File: config.mk
export PLATFORM = sky130hd
export DESIGN_NAME = adsq_sequencer
export DESIGN_NICKNAME = d
export VERILOG_FILES = /design/src/hw/adsq_pkg.sv /design/src/hw/adsq_sequencer.sv
export SDC_FILE = /design/constraint.sdc
export NUM_CORES = 1
export LEC_CHECK = 0
export BUFFER_PORTS_ARGS = -buffer_cell sky130_fd_sc_hd__clkbuf_2
export CORE_MARGIN = 2
export CORE_UTILIZATION = 60
export CTS_CLUSTER_DIAMETER = 40
export DETAILED_ROUTE_END_ITERATION = 12
export GPL_TIMING_DRIVEN = 0
export PLACE_DENSITY = 0.93
export SKIP_CTS_REPAIR_TIMING = 1
export SLEW_MARGIN = 25
export SYNTH_ARGS = -nofsm -noshare
export SYNTH_HDL_FRONTEND = slang
export SYNTH_SLANG_ARGS = --single-unit
File: constraint.sdc
create_clock -name sys_clk -period 4.6 [get_ports sys_clk]
set_clock_uncertainty 0.2 [all_clocks]
set_input_delay 0.46 -clock sys_clk [delete_from_list [all_inputs] [get_ports sys_clk]]
set_output_delay 0.46 -clock sys_clk [all_outputs]
set_load 0.01 [all_outputs]
File: src/hw/adsq_pkg.sv
// Constants and types shared by the dual-sample conversion sequencer.
// Overview of operation
// - Pairing mode converts one pair A0/B0..A7/B7.
// - Pulse module, software or pin trigger starts.
// - Each pairing-mode hold pulse converts both pair channels.
// - Flags rise a few cycles after result.
// - Pair captured together at hold falling edge.
// - Hold pulse lasts one plus window converter clocks.
// - Sampling starts 2.5 converter clocks after trigger.
// - First A result after 4, B after 5.
// - Later same-group results spaced three plus window in pairing mode.
// - Pairing off converts one channel per pulse.
// - Sixteen inputs, twelve-bit results, ten-stage pipeline.
package adsq_pkg;
  localparam int SYS_CLK_NS      = 40;
  localparam int CONV_CLK_NS     = 80;
  localparam int CONV_DIV        = CONV_CLK_NS / SYS_CLK_NS;
  localparam int SH_DELAY_HALVES = 5;
  localparam int SH_DELAY_TICKS  = (SH_DELAY_HALVES * CONV_DIV) / 2;
  localparam int RES_A_CLKS      = 4;
  localparam int RES_B_CLKS      = 5;
  localparam int GAP_PAIR_CLKS   = 2;
  localparam int GAP_SEQ_CLKS    = 1;
  localparam int FLAG_DELAY      = 2;
  localparam int RES_A_TAP       = RES_A_CLKS * CONV_DIV - 1;
  localparam int RES_B_TAP       = RES_B_CLKS * CONV_DIV - 1;
  localparam int PIPE_DEPTH      = RES_B_CLKS * CONV_DIV;
  localparam int ACQ_LSB         = 8;
  localparam int ACQ_W           = 4;
  localparam int CHAN_W          = 4;
  localparam int DATA_W          = 12;
  localparam int CNT_W           = 8;
  localparam logic [CHAN_W-1:0] CHAN_RESET = 4'h0;
  localparam logic [DATA_W-1:0] DATA_RESET = 12'h000;
  localparam logic [ACQ_W-1:0]  ACQ_RESET  = 4'h0;

  typedef enum logic [1:0] {
    ADSQ_IDLE,
    ADSQ_DELAY,
    ADSQ_HOLD,
    ADSQ_GAP
  } adsq_state_e;
endpackage

File: src/hw/adsq_sequencer.sv
// Trigger, sample/hold timing, pair capture and result sequencing for the converter.
`timescale 1ns/10ps
module adsq_sequencer
  import adsq_pkg::*;
#(
  parameter int DATA_WIDTH = DATA_W
) (
  input  wire logic                  sys_clk,
  input  wire logic                  rst,
  input  wire logic                  sample_pairing_select,
  input  wire logic [15:0]           converter_control_one,
  input  wire logic [CHAN_W-1:0]     chan_select,
  input  wire logic                  continuous_run,
  input  wire logic                  pulse_width_module_trigger,
  input  wire logic                  software_trigger,
  input  wire logic                  external_conversion_trigger,
  input  wire logic [DATA_WIDTH-1:0] analog_a_value,
  input  wire logic [DATA_WIDTH-1:0] analog_b_value,
  output logic                       converter_clock,
  output logic                       sample_hold_pulse,
  output logic [CHAN_W-1:0]          chan_a_q,
  output logic [CHAN_W-1:0]          chan_b_q,
  output logic [DATA_WIDTH-1:0]      result_a_q,
  output logic [DATA_WIDTH-1:0]      result_b_q,
  output logic                       result_a_valid_q,
  output logic                       result_b_valid_q,
  output logic                       conv_int_flag,
  output logic                       busy
);

  adsq_state_e           state_q;
  logic [CNT_W-1:0]      cnt_q;
  logic [ACQ_W-1:0]      acq_q;
  logic                  pair_q;
  logic                  pend_q;
  logic                  div_q;
  logic                  any_trig;
  logic                  hold_end;
  logic                  gap_end;
  logic                  delay_end;
  logic                  go_on;
  logic                  capture_stb;
  logic [FLAG_DELAY-1:0] flag_sr_q;
  logic                  last_result;

  logic [DATA_WIDTH-1:0] pipe_a_q [PIPE_DEPTH];
  logic [DATA_WIDTH-1:0] pipe_b_q [PIPE_DEPTH];
  logic [PIPE_DEPTH-1:0] pipe_v_q;
  logic [PIPE_DEPTH-1:0] pipe_p_q;

  function automatic logic [CNT_W-1:0] hold_ticks(input logic [ACQ_W-1:0] acq);
    hold_ticks = CNT_W'((32'(acq) + 1) * CONV_DIV - 1);
  endfunction

  function automatic logic [CNT_W-1:0] gap_ticks(input logic pair);
    gap_ticks = pair ? CNT_W'(GAP_PAIR_CLKS * CONV_DIV - 1)
                     : CNT_W'(GAP_SEQ_CLKS * CONV_DIV - 1);
  endfunction

  assign any_trig    = pulse_width_module_trigger | software_trigger |
                       external_conversion_trigger;
  assign delay_end   = (state_q == ADSQ_DELAY) && (cnt_q == '0);
  assign hold_end    = (state_q == ADSQ_HOLD) && (cnt_q == '0);
  assign gap_end     = (state_q == ADSQ_GAP) && (cnt_q == '0);
  assign go_on       = continuous_run | pend_q | any_trig;
  assign capture_stb = hold_end;
  assign busy        = (state_q != ADSQ_IDLE);
  assign sample_hold_pulse = (state_q == ADSQ_HOLD);

  // The converter clock is a plain divider output; all timing runs on sys_clk ticks.
  always_ff @(posedge sys_clk) begin
    if (rst) begin
      div_q <= 1'b0;
    end else begin
      div_q <= ~div_q;
    end
  end
  assign converter_clock = div_q;

  always_ff @(posedge sys_clk) begin
    if (rst) begin
      state_q <= ADSQ_IDLE;
      cnt_q   <= '0;
    end else begin
      case (state_q)
        ADSQ_IDLE: begin
          if (any_trig) begin
            state_q <= ADSQ_DELAY;
            cnt_q   <= CNT_W'(SH_DELAY_TICKS - 2);
          end
        end
        ADSQ_DELAY: begin
          if (delay_end) begin
            state_q <= ADSQ_HOLD;
            cnt_q   <= hold_ticks(acq_q);
          end else begin
            cnt_q <= cnt_q - 1'b1;
          end
        end
        ADSQ_HOLD: begin
          if (hold_end) begin
            state_q <= go_on ? ADSQ_GAP : ADSQ_IDLE;
            cnt_q   <= gap_ticks(pair_q);
          end else begin
            cnt_q <= cnt_q - 1'b1;
          end
        end
        ADSQ_GAP: begin
          if (gap_end) begin
            state_q <= ADSQ_HOLD;
            cnt_q   <= hold_ticks(acq_q);
          end else begin
            cnt_q <= cnt_q - 1'b1;
          end
        end
        default: begin
          state_q <= ADSQ_IDLE;
          cnt_q   <= '0;
        end
      endcase
    end
  end

  // A trigger seen while busy waits here; at the hold end the consuming clear wins over a new one.
  always_ff @(posedge sys_clk) begin
    if (rst) begin
      pend_q <= 1'b0;
    end else if (busy && any_trig && !hold_end) begin
      pend_q <= 1'b1;
    end else if (hold_end) begin
      pend_q <= 1'b0;
    end
  end

  // Mode, window and channel are loaded at each sequence start and each hold end so a running pulse stays whole.
  always_ff @(posedge sys_clk) begin
    if (rst) begin
      acq_q    <= ACQ_RESET;
      pair_q   <= 1'b0;
      chan_a_q <= CHAN_RESET;
      chan_b_q <= CHAN_RESET;
    end else if ((state_q == ADSQ_IDLE && any_trig) || hold_end) begin
      acq_q  <= converter_control_one[ACQ_LSB +: ACQ_W];
      pair_q <= sample_pairing_select;
      if (sample_pairing_select) begin
        chan_a_q <= {1'b0, chan_select[2:0]};
        chan_b_q <= {1'b1, chan_select[2:0]};
      end else begin
        chan_a_q <= chan_select;
        chan_b_q <= chan_select;
      end
    end
  end

  // Result pipeline; stage 0 is loaded at the hold falling edge.
  always_ff @(posedge sys_clk) begin
    if (rst) begin
      pipe_v_q <= '0;
      pipe_p_q <= '0;
    end else begin
      pipe_v_q <= {pipe_v_q[PIPE_DEPTH-2:0], capture_stb};
      pipe_p_q <= {pipe_p_q[PIPE_DEPTH-2:0], capture_stb & pair_q};
    end
  end

  always_ff @(posedge sys_clk) begin
    if (rst) begin
      for (int i = 0; i < PIPE_DEPTH; i++) begin
        pipe_a_q[i] <= DATA_WIDTH'(DATA_RESET);
        pipe_b_q[i] <= DATA_WIDTH'(DATA_RESET);
      end
    end else begin
      if (capture_stb) begin
        pipe_a_q[0] <= analog_a_value;
        pipe_b_q[0] <= analog_b_value;
      end
      for (int i = 1; i < PIPE_DEPTH; i++) begin
        pipe_a_q[i] <= pipe_a_q[i-1];
        pipe_b_q[i] <= pipe_b_q[i-1];
      end
    end
  end

  always_ff @(posedge sys_clk) begin
    if (rst) begin
      result_a_q       <= DATA_WIDTH'(DATA_RESET);
      result_b_q       <= DATA_WIDTH'(DATA_RESET);
      result_a_valid_q <= 1'b0;
      result_b_valid_q <= 1'b0;
    end else begin
      result_a_valid_q <= pipe_v_q[RES_A_TAP];
      result_b_valid_q <= pipe_p_q[RES_B_TAP];
      if (pipe_v_q[RES_A_TAP]) begin
        result_a_q <= pipe_a_q[RES_A_TAP];
      end
      if (pipe_p_q[RES_B_TAP]) begin
        result_b_q <= pipe_b_q[RES_B_TAP];
      end
    end
  end

  // The flag follows the last result of a sample: B in pairing mode, A otherwise.
  assign last_result = result_b_valid_q | (result_a_valid_q & ~pipe_p_q[RES_A_TAP + 1]);

  always_ff @(posedge sys_clk) begin
    if (rst) begin
      flag_sr_q <= '0;
    end else begin
      flag_sr_q <= {flag_sr_q[FLAG_DELAY-2:0], last_result};
    end
  end
  assign conv_int_flag = flag_sr_q[FLAG_DELAY-1];

  a_trig_to_sample: assert property (@(posedge sys_clk) disable iff (rst)
    (state_q == ADSQ_IDLE && any_trig) |-> ##5 $rose(sample_hold_pulse))
    else $error("hold pulse did not start 2.5 converter clocks after trigger");

  a_hold_min_width: assert property (@(posedge sys_clk) disable iff (rst)
    $rose(sample_hold_pulse) |-> sample_hold_pulse[*2])
    else $error("hold pulse shorter than one converter clock");

  a_hold_zero_acq: assert property (@(posedge sys_clk) disable iff (rst)
    ($rose(sample_hold_pulse) && acq_q == 4'h0) |-> ##2 !sample_hold_pulse)
    else $error("hold pulse with zero window not one converter clock");

  a_result_a_lat: assert property (@(posedge sys_clk) disable iff (rst)
    capture_stb |-> ##9 result_a_valid_q)
    else $error("group A result not four converter clocks after sampling");

  a_result_b_lat: assert property (@(posedge sys_clk) disable iff (rst)
    (capture_stb && pair_q) |-> ##11 result_b_valid_q)
    else $error("group B result not five converter clocks after sampling");

  a_pair_channels: assert property (@(posedge sys_clk) disable iff (rst)
    (sample_hold_pulse && pair_q) |-> (chan_b_q == {1'b1, chan_a_q[2:0]} && !chan_a_q[3]))
    else $error("pair channels not matched A/B index");

  a_flag_after_res: assert property (@(posedge sys_clk) disable iff (rst)
    conv_int_flag |-> $past(result_a_valid_q, 2) || $past(result_b_valid_q, 2))
    else $error("interrupt flag without preceding result update");

  a_trig_held: assert property (@(posedge sys_clk) disable iff (rst)
    (busy && any_trig) |=> (pend_q || state_q == ADSQ_GAP))
    else $error("trigger during busy sequence was lost");

  a_pair_spacing: assert property (@(posedge sys_clk) disable iff (rst)
    (capture_stb && pair_q && continuous_run && acq_q == 4'h0) |-> ##6 capture_stb)
    else $error("pair samples not three converter clocks apart");

endmodule

==> impl_metrics.env, run 1 <==
export IMPL_p_per_area_nw_per_um2=512.0
export IMPL_yosysWarnings=0
export IMPL_std_cell_rows=43
export IMPL_via_per_inst=4.878
export IMPL_antenna_found_initial=0
export IMPL_drt_wirelength_per_cell_um=13.49
export IMPL_initial_core_util=0.6168
export IMPL_grt_overflow_total=0
export IMPL_synth_area_top_cells="dfxtp_1, nor2b_1, edfxtp_1"
export IMPL_first_pass_iters=4
export IMPL_numCtsBuffers=27
export IMPL_whs_path_depth=3
export IMPL_status="finished, violations left"
export IMPL_core_um2=13990
export IMPL_seq_area_um2=5806
export IMPL_dieArea_um2=15360
export IMPL_clk_insertion_delay_late_ns=0.52
export IMPL_synth_top_area_frac=0.6311
export IMPL_synth_top_cells_by_count="dfxtp_1, nor2b_1, nor2_1, clkbuf_1, nand2_1"
export IMPL_total_power_mw=5.292
export IMPL_critPathRequiredTime_ns=4.59
export IMPL_fmax_ghz=0.3309
export IMPL_remaining_drc_errors=0
export IMPL_dr_total_vias=5224
export IMPL_endpoint_kind="flip-flop"
export IMPL_path_cells="inv_1 -> ha_1 -> or4b_4 -> or4_1 -> buf_2 -> nor2_1 -> nor2_1 -> buf_2 -> inv_2"
export IMPL_synth_most_common_cell="dfxtp_1"
export IMPL_hold_violations=1
export IMPL_hold_path_class="in2reg"
export IMPL_worstMarginPinSlew_ns=0.6771
export IMPL_track_usage=0.1886
export IMPL_ctsLongestPathBuffers=3
export IMPL_dp_hpwl_um=8755
export IMPL_irDropWorstVdd_uv=342.0
export IMPL_clk_pin_slew_worst_paths_ns=0.06
export IMPL_nets=924
export IMPL_grt_max_degree=17
export IMPL_path_class="reg2reg"
export IMPL_drive_above_1_share=0.1571
export IMPL_cts_sink_count=284
export IMPL_synth_area_um2=8628
export IMPL_start_kind="flip-flop"
export IMPL_netlist_instances=748
export IMPL_cts_root_buf="clkbuf_16"
export IMPL_die_h_um=123.9
export IMPL_place_congestion=0.8698
export IMPL_cp_slowest_cell="or4b_4"
export IMPL_num_fill_cells=858
export IMPL_synth_ff_type="dfxtp_1"
export IMPL_grt_pass1_wl_um=22730
export IMPL_yosys_register_bits=284
export IMPL_synth_distinct_cells=50
export IMPL_multi_input_area_um2=2589
export IMPL_n_antenna_cell=0
export IMPL_antenna_left=0
export IMPL_syn_nets=802
export IMPL_htree_levels=1
export IMPL_crit_arrival_ns=3.02
export IMPL_drt_iter0_drc=215
export IMPL_io_buffers=75
export IMPL_cap_violations=0
export IMPL_slew_viol_final=0
export IMPL_critPathMaxFanout=12
export IMPL_post_route_period_util=0.6569
export IMPL_synth_edf_count=12
export IMPL_maxSlewHeadroom=0.5444
export IMPL_hold_ws_ns=-0.02796
export IMPL_routed_wirelength_um=14450
export IMPL_pre_cts_slack_ns=1.642
export IMPL_cts_tree="yes"
export IMPL_async_flop_share=0
export IMPL_setup_ws_ns=1.578
export IMPL_p_leak_nw=4.166
export IMPL_synth_avg_cell_area_um2=11.54
export IMPL_fp_dieW_um=123.9
export IMPL_yosysTopAreaCell="dfxtp_1"
export IMPL_area_growth_pct=19.78
export IMPL_min_period_ns=3.022
export IMPL_cp_slowest_stage_delay_ns=0.52
export IMPL_reg2reg_depth=9
export IMPL_tns_ns=0
export IMPL_grt_pass1_vias=5116
export IMPL_ys_seq_area_frac=0.6729
export IMPL_io_pins=89
export IMPL_setup_violations=0
export IMPL_rsz0062_at_grt="false"
export IMPL_failed_checks="negative hold slack"
-- layer usage --
metal	GRT usage	share of wire	up-vias
li1	-	-	2645
met1	0.2042	0.39	2394
met2	0.3620	0.53	155
met3	0.03571	0.051	30
met4	0.07022	0.022	0
met5	0	0	-
-- stage by stage --
step | utilization | std cells | cell area, um^2
floorplan | - | 748 | 8628
global placement | 0.6598 | 1003 | 9229
detailed placement | 0.6598 | 1003 | 9229
CTS | 0.7259 | 1053 | 10150
global route | 0.7388 | 1071 | 10330
finish | 0.7388 | 1071 | 10330
-- worst max-delay path, delay by kind of cell, from the launching register on --
family,cells,cell delay [ns]
adders and majority gates,1,0.23
buffers and inverters,4,0.74
DFF,1,0.34
and+or+nand+nor,4,1.20
-- state kept, by name (all words and copies together), names as in the netlist, 8 cells and up --
| name | flops |
|---|---|
| pipe_b_q | 120 |
| pipe_v_q | 8 |
| result_b_q | 12 |
| pipe_p_q | 10 |
| pipe_a_q | 96 |
| cnt_q | 8 |
| result_a_q | 12 |
-- cells in the final DEF (no fill, tap or decap), drive strengths merged, types with 2 or more instances in the layout --
| cell | count |
|---|---|
| nand3 | 4 |
| nand2 | 27 |
| nor2b | 211 |
| buf | 15 |
| nand2b | 2 |
| mux2i | 24 |
| inv | 12 |
| nor2 | 40 |
| a311oi | 2 |
| or4 | 2 |
| nor3 | 8 |
| clkinvlp | 4 |
| a22oi | 2 |
| or3 | 2 |
| a22o | 12 |
| nor4 | 3 |
| a211oi | 2 |
| xnor2 | 3 |
| dlygate4sd3 | 18 |
| ha | 3 |
| and2 | 13 |
| nor3b | 2 |
| clkbuf | 140 |
| dfxtp | 272 |
| edfxtp | 12 |
| o41ai | 2 |
| nand3b | 2 |
| clkinv | 5 |
| o21ai | 10 |
| a21oi | 18 |
| bufinv | 4 |
-- where the power goes --
part | internal, mW | total (mW) | switching (mW)
Sequential | 2.54 | 2.59 | 0.0436
Clock | 1.35 | 2.25 | 0.902
Combinational | 0.178 | 0.454 | 0.277
-- path summary, 6_finish.rpt --
path | to | slack [ns] | start
setup reg to reg | pipe_a_q[0][3] | 1.58 | cnt_q[0]
hold reg to reg | converter_clock | 0.21 | converter_clock
hold / removal | chan_a_q[1] | -0.03 | chan_select[1]
setup / recovery | pipe_a_q[0][3] | 1.58 | cnt_q[0]
-- cell families (layout without fill, tap and decap cells) --
group                    after synthesis  after routing  synth area share
buffers and inverters                 55            198           0.02712
flip-flops                           284            284            0.6729
AO/OA/AOI/OAI                         57             57           0.04713
adder cells (fa/ha/maj)                3              3          0.004351
multiplexers                          25             25           0.02915
AND/OR/NAND/NOR                      320            320            0.2153
XOR/XNOR                               4              4          0.004061
-- cell type report --
type,count,area share
buffer,47,0.01973
clock buffer,33,0.06949
clock inverter,17,0.02010
inverter,8,0.002906
multi-input combinational,409,0.2505
sequential,284,0.5617
tap,180,0.02179
timing repair buffer,93,0.05375
Note: power is estimated with default switching activity, not from simulation.
==> run 2: changes to the inputs <==
CORE_UTILIZATION = 57   (was 60)
PLACE_DENSITY = 0.9   (was 0.93)
clock period = 3 ns   (was 4.6 ns; I/O delays follow)
==> impl_metrics.env, run 2 (same netlist as run 1, synthesis figures left out) <==
export IMPL_path_buf_inv=4
export IMPL_nets=940
export IMPL_rsz0062_at_grt="false"
export IMPL_numCtsBuffers=27
export IMPL_critPathMaxFanout=12
export IMPL_cp_slowest_cell="or4b_4"
export IMPL_drt_wirelength_per_cell_um=13.41
export IMPL_p_sw_mw=1.856
export IMPL_status="finished clean"
export IMPL_switching_share=0.2327
export IMPL_fp_dieW_um=127.0
export IMPL_hold_path_class="in2reg"
export IMPL_io_buffers=75
export IMPL_n_antenna_cell=0
export IMPL_p_per_area_nw_per_um2=762.3
export IMPL_post_route_period_util=0.9518
export IMPL_min_period_ns=2.856
export IMPL_hold_start="external_conversion_trigger"
export IMPL_setup_violations=0
export IMPL_remaining_drc_errors=0
export IMPL_multi_input_area_um2=2594
export IMPL_placed_cell_area_um2=9234
export IMPL_drt_iter0_drc=233
export IMPL_clk_pin_slew_worst_paths_ns=0.06
export IMPL_top_regs="pipe_b_q: 120 flops, pipe_a_q: 96 flops"
export IMPL_die_h_um=127.0
export IMPL_critPathRequiredTime_ns=3.02
export IMPL_antenna_found_initial=0
export IMPL_p_int_mw=6.119
export IMPL_startpoint="cnt_q[0]"
export IMPL_irDropWorstVdd_uv=616.2
export IMPL_routed_wirelength_um=14630
export IMPL_tns_ns=0
export IMPL_ctsLongestPathBuffers=3
export IMPL_first_pass_iters=4
export IMPL_worstMarginPinSlew_ns=0.7454
export IMPL_area_growth_pct=21.24
export IMPL_slew_viol_final=0
export IMPL_grt_pass1_vias=4942
export IMPL_initial_core_util=0.5892
export IMPL_io_pins=89
export IMPL_fin_area_um2=10460
export IMPL_clock_power_share=0.410
export IMPL_largest_reg_flops=120
export IMPL_final_cell_mix="dfxtp_1, nor2b_1, clkbuf_2, clkbuf_1, nor2_1"
export IMPL_cts_sink_count=284
export IMPL_final_common_cell="dfxtp_1"
export IMPL_dieArea_um2=16140
export IMPL_p_leak_nw=4.217
export IMPL_place_congestion=0.8643
export IMPL_cap_violations=0
export IMPL_drive_above_1_share=0.1510
export IMPL_hold_violations=0
export IMPL_dr_total_vias=5281
export IMPL_antenna_left=0
export IMPL_dp_hpwl_um=8561
export IMPL_seq_area_um2=5806
export IMPL_path_class="reg2reg"
export IMPL_start_kind="flip-flop"
export IMPL_fmax_ghz=0.3502
export IMPL_htree_levels=1
export IMPL_r2r_start="cnt_q[0]"
export IMPL_seqPwrFrac=0.498
export IMPL_cts_tree="yes"
export IMPL_crit_family="simple AND/OR/NAND/NOR gates"
export IMPL_cts_root_buf="clkbuf_16"
export IMPL_path_cells="inv_1 -> ha_2 -> or4b_4 -> or4_1 -> buf_2 -> nor2_2 -> nor2_1 -> buf_4 -> inv_6"
export IMPL_cp_slowest_stage_delay_ns=0.51
export IMPL_std_cell_rows=44
export IMPL_pwr_share_comb=0.092
export IMPL_track_usage=0.1697
export IMPL_via_per_inst=4.841
export IMPL_grt_max_degree=16
export IMPL_regMostFlops="pipe_b_q"
export IMPL_endpoint_kind="flip-flop"
export IMPL_num_fill_cells=984
export IMPL_grt_overflow_total=0
export IMPL_crit_arrival_ns=2.88
export IMPL_grt_pass1_wl_um=22480
export IMPL_clk_insertion_delay_late_ns=0.51
export IMPL_maxSlewHeadroom=0.4985
export IMPL_core_um2=14640
==> run 2: cell count changes in the layout (fill, tap and decap cells not counted), sizes merged <==
cell / previous run / this run
clkinvlp: 4 / 0
bufinv: 4 / 2
clkbuf: 140 / 146
dlygate4sd3: 18 / 34
==> run 2: metal layers <==
layer / vias to the layer above / track usage / part of all wire
met3: 34 / 0.03643 / 0.052
met4: 0 / 0.04913 / 0.024
met5: - / 0 / 0
li1: 2679 / - / -
met1: 2399 / 0.1956 / 0.40
met2: 169 / 0.3169 / 0.53
==> run 2: path summary, 6_finish.rpt <==
kind	endpoint	slack, ns	depth (start not counted)
setup / recovery	pipe_a_q[0][4]	0.14	9
hold / removal	cnt_q[6]	0.13	6
setup reg to reg	pipe_a_q[0][4]	0.14	9
hold reg to reg	converter_clock	0.22	1
==> run 2: area by class of cell <==
cell class	count	share of cell area
flip-flops and latches	284	0.5550
multi-input cells	409	0.2479
clock buffers	39	0.07176
repair buffers	109	0.06841
well taps	184	0.02201
plain buffers	47	0.01973
clock inverters	11	0.01184
inverters	8	0.003349
==> run 2: metrics by stage <==
| step | hold slack [ns] | util | worst slack, ns | cells | total power [mW] |
|---|---|---|---|---|---|
| detailed placement | 0.2003 | 0.6306 | 0.01505 | 1007 | 4.709 |
| finish | 0.1342 | 0.7144 | 0.1445 | 1091 | 7.975 |
| global route | 0.1352 | 0.7144 | 0.02641 | 1091 | 8.262 |
| CTS | -0.2200 | 0.6903 | 0.002385 | 1057 | 7.974 |
| global placement | 0.1926 | 0.6306 | 0.08765 | 1007 | 4.680 |
| floorplan | 0.2100 | - | 0.3140 | 748 | 4.524 |
==> run 2: worst register-to-register path, delay by kind of cell (launching register included) <==
kind	cells	cell delay, ns
DFF	1	0.34
and+or+nand+nor	4	1.15
buffers and inverters	4	0.66
adders and majority gates	1	0.22
==> run 2: power groups by stage <==
stage / registers (mW) / clock network (mW) / logic (mW)
floorplan: 4.04 / 0 / 0.486
global placement: 4.04 / 0 / 0.636
detailed placement: 4.05 / 0 / 0.660
CTS: 3.97 / 3.34 / 0.669
global route: 3.98 / 3.49 / 0.795
finish: 3.97 / 3.27 / 0.730
==> run 3: changes to the inputs <==
PLACE_DENSITY = 0.89   (was 0.9)
==> impl_metrics.env, run 3 (same netlist as run 1, synthesis figures left out) <==
export IMPL_status="finished clean"
export IMPL_critPathRequiredTime_ns=3.03
export IMPL_hold_violations=0
export IMPL_via_per_inst=4.773
export IMPL_dr_total_vias=5217
export IMPL_die_h_um=127.0
export IMPL_seqPwrFrac=0.486
export IMPL_cap_violations=0
export IMPL_track_usage=0.1670
export IMPL_nets=941
export IMPL_initial_core_util=0.5892
export IMPL_clk_pin_slew_worst_paths_ns=0.06
export IMPL_final_common_cell="dfxtp_1"
export IMPL_switching_share=0.2346
export IMPL_cts_tree="yes"
export IMPL_cts_root_buf="clkbuf_16"
export IMPL_cts_sink_count=284
export IMPL_drt_iter0_drc=237
export IMPL_rsz0062_at_grt="false"
export IMPL_ff2ff_setup_slack_ns=0.15
export IMPL_numCtsBuffers=28
export IMPL_ctsLongestPathBuffers=3
export IMPL_antenna_left=0
export IMPL_io_pins=89
export IMPL_p_per_area_nw_per_um2=776.0
export IMPL_worstMarginPinSlew_ns=0.7083
export IMPL_grt_max_degree=16
export IMPL_core_um2=14640
export IMPL_grt_pass1_wl_um=22240
export IMPL_top_regs="pipe_b_q: 120 flops, pipe_a_q: 96 flops"
export IMPL_endpoint_kind="flip-flop"
export IMPL_hold_start="software_trigger"
export IMPL_setup_violations=0
export IMPL_start_kind="flip-flop"
export IMPL_grt_pass1_vias=4904
export IMPL_met1_usage=0.2072
export IMPL_n_antenna_cell=0
export IMPL_p_sw_mw=1.919
export IMPL_grt_overflow_total=0
export IMPL_dieArea_um2=16140
export IMPL_crit_arrival_ns=2.87
export IMPL_use_met3=0.03518
export IMPL_fmax_ghz=0.3514
export IMPL_p_leak_nw=4.257
export IMPL_p_int_mw=6.260
export IMPL_regMostFlops="pipe_b_q"
export IMPL_reg2reg_depth=9
export IMPL_fin_cells=1093
export IMPL_r2r_start="cnt_q[0]"
export IMPL_remaining_drc_errors=0
export IMPL_placedCellCount=1007
export IMPL_dp_hpwl_um=8461
export IMPL_cp_slowest_cell="or4b_4"
export IMPL_clk_insertion_delay_late_ns=0.52
export IMPL_path_class="reg2reg"
export IMPL_antenna_found_initial=0
export IMPL_clock_power_share=0.426
export IMPL_io_buffers=75
export IMPL_path_cells="inv_1 -> ha_1 -> or4b_4 -> or4_1 -> buf_2 -> nor2_2 -> nor2_1 -> buf_4 -> inv_6"
export IMPL_min_period_ns=2.846
export IMPL_critPathMaxFanout=12
export IMPL_routed_wirelength_um=14220
export IMPL_cp_slowest_stage_delay_ns=0.52
export IMPL_final_cell_mix="dfxtp_1, nor2b_1, clkbuf_2, clkbuf_1, nor2_1"
export IMPL_first_pass_iters=5
export IMPL_std_cell_rows=44
export IMPL_post_route_period_util=0.9486
export IMPL_slew_viol_final=0
export IMPL_htree_levels=1
export IMPL_pwr_share_comb=0.088
export IMPL_tns_ns=0
export IMPL_area_growth_pct=22.16
export IMPL_hold_end="state_q[1]"
export IMPL_busiest_layer="met2"
export IMPL_met2_usage=0.2906
export IMPL_r2r_end="pipe_a_q[0][4]"
export IMPL_whs_path_depth=4
export IMPL_drt_wirelength_per_cell_um=13.01
export IMPL_irDropWorstVdd_uv=601.1
export IMPL_fp_dieW_um=127.0
export IMPL_maxSlewHeadroom=0.5235
export IMPL_drive_above_1_share=0.1540
export IMPL_largest_reg_flops=120
export IMPL_hold_path_class="in2reg"
export IMPL_place_congestion=0.8556
## run 3: changes by cell type in the layout (fill, tap and decap cells not counted), moves of 2 or more
| cell | delta |
|---|---|
| clkbuf_1 | -2 |
| clkbuf_16 | +2 |
| clkinv_8 | +2 |
| clkinv_4 | +2 |
| inv_6 | -3 |
## run 3: worst max-delay path by stage
stage             start             end  slack (ns)  cells past startpoint
3_5_place_dp   cnt_q[0]  pipe_a_q[0][6]        0.03                      9
2_1_floorplan  cnt_q[0]  pipe_a_q[0][0]        0.31                      9
4_1_cts        cnt_q[0]  pipe_a_q[0][7]        0.03                      9
5_1_grt        cnt_q[0]  pipe_a_q[0][7]       0.002                      8
6_report       cnt_q[0]  pipe_a_q[0][4]        0.15                      9
3_3_place_gp   cnt_q[0]  pipe_a_q[0][4]        0.08                      9
## run 3: metrics by stage
stage                 util  hold WS, ns  area, um^2  power [mW]  worst slack, ns
floorplan                -       0.2100        8628       4.524           0.3140
global placement    0.6306       0.1935        9234       4.683          0.07715
detailed placement  0.6306       0.1998        9234       4.706          0.03258
CTS                 0.6958      -0.2255       10190       8.173          0.02678
global route        0.7198       0.1360       10540       8.488         0.002007
finish              0.7198       0.1235       10540       8.179           0.1543
## run 3: worst max-delay path: cells and delay by family, from the launching register on
kind / cells / cell delay, ns
fa+ha+maj: 1 / 0.23
buf+inv: 4 / 0.61
flops: 1 / 0.33
simple gates: 4 / 1.15
## run 3: power by group through the flow
stage	Clock, mW	Combinational (mW)	Sequential, mW
5_1_grt	3.72	0.785	3.98
3_3_place_gp	0	0.638	4.05
6_report	3.49	0.719	3.97
4_1_cts	3.54	0.664	3.97
2_1_floorplan	0	0.486	4.04
3_5_place_dp	0	0.656	4.05
## run 3: area by class of cell
type,instances,area [um^2]
buffer,47,206.4
clock buffer,40,807.0
clock inverter,12,148.9
fill,958,4104
inverter,8,35.03
multi-input combinational,409,2591
sequential,284,5806
tap,184,230.2
timing repair buffer,109,715.7
## run 3: layer usage
layer	vias up	wire [um]
met5	-	0
met4	0	355
met3	32	629
met2	141	7279
met1	2366	5958
li1	2678	-
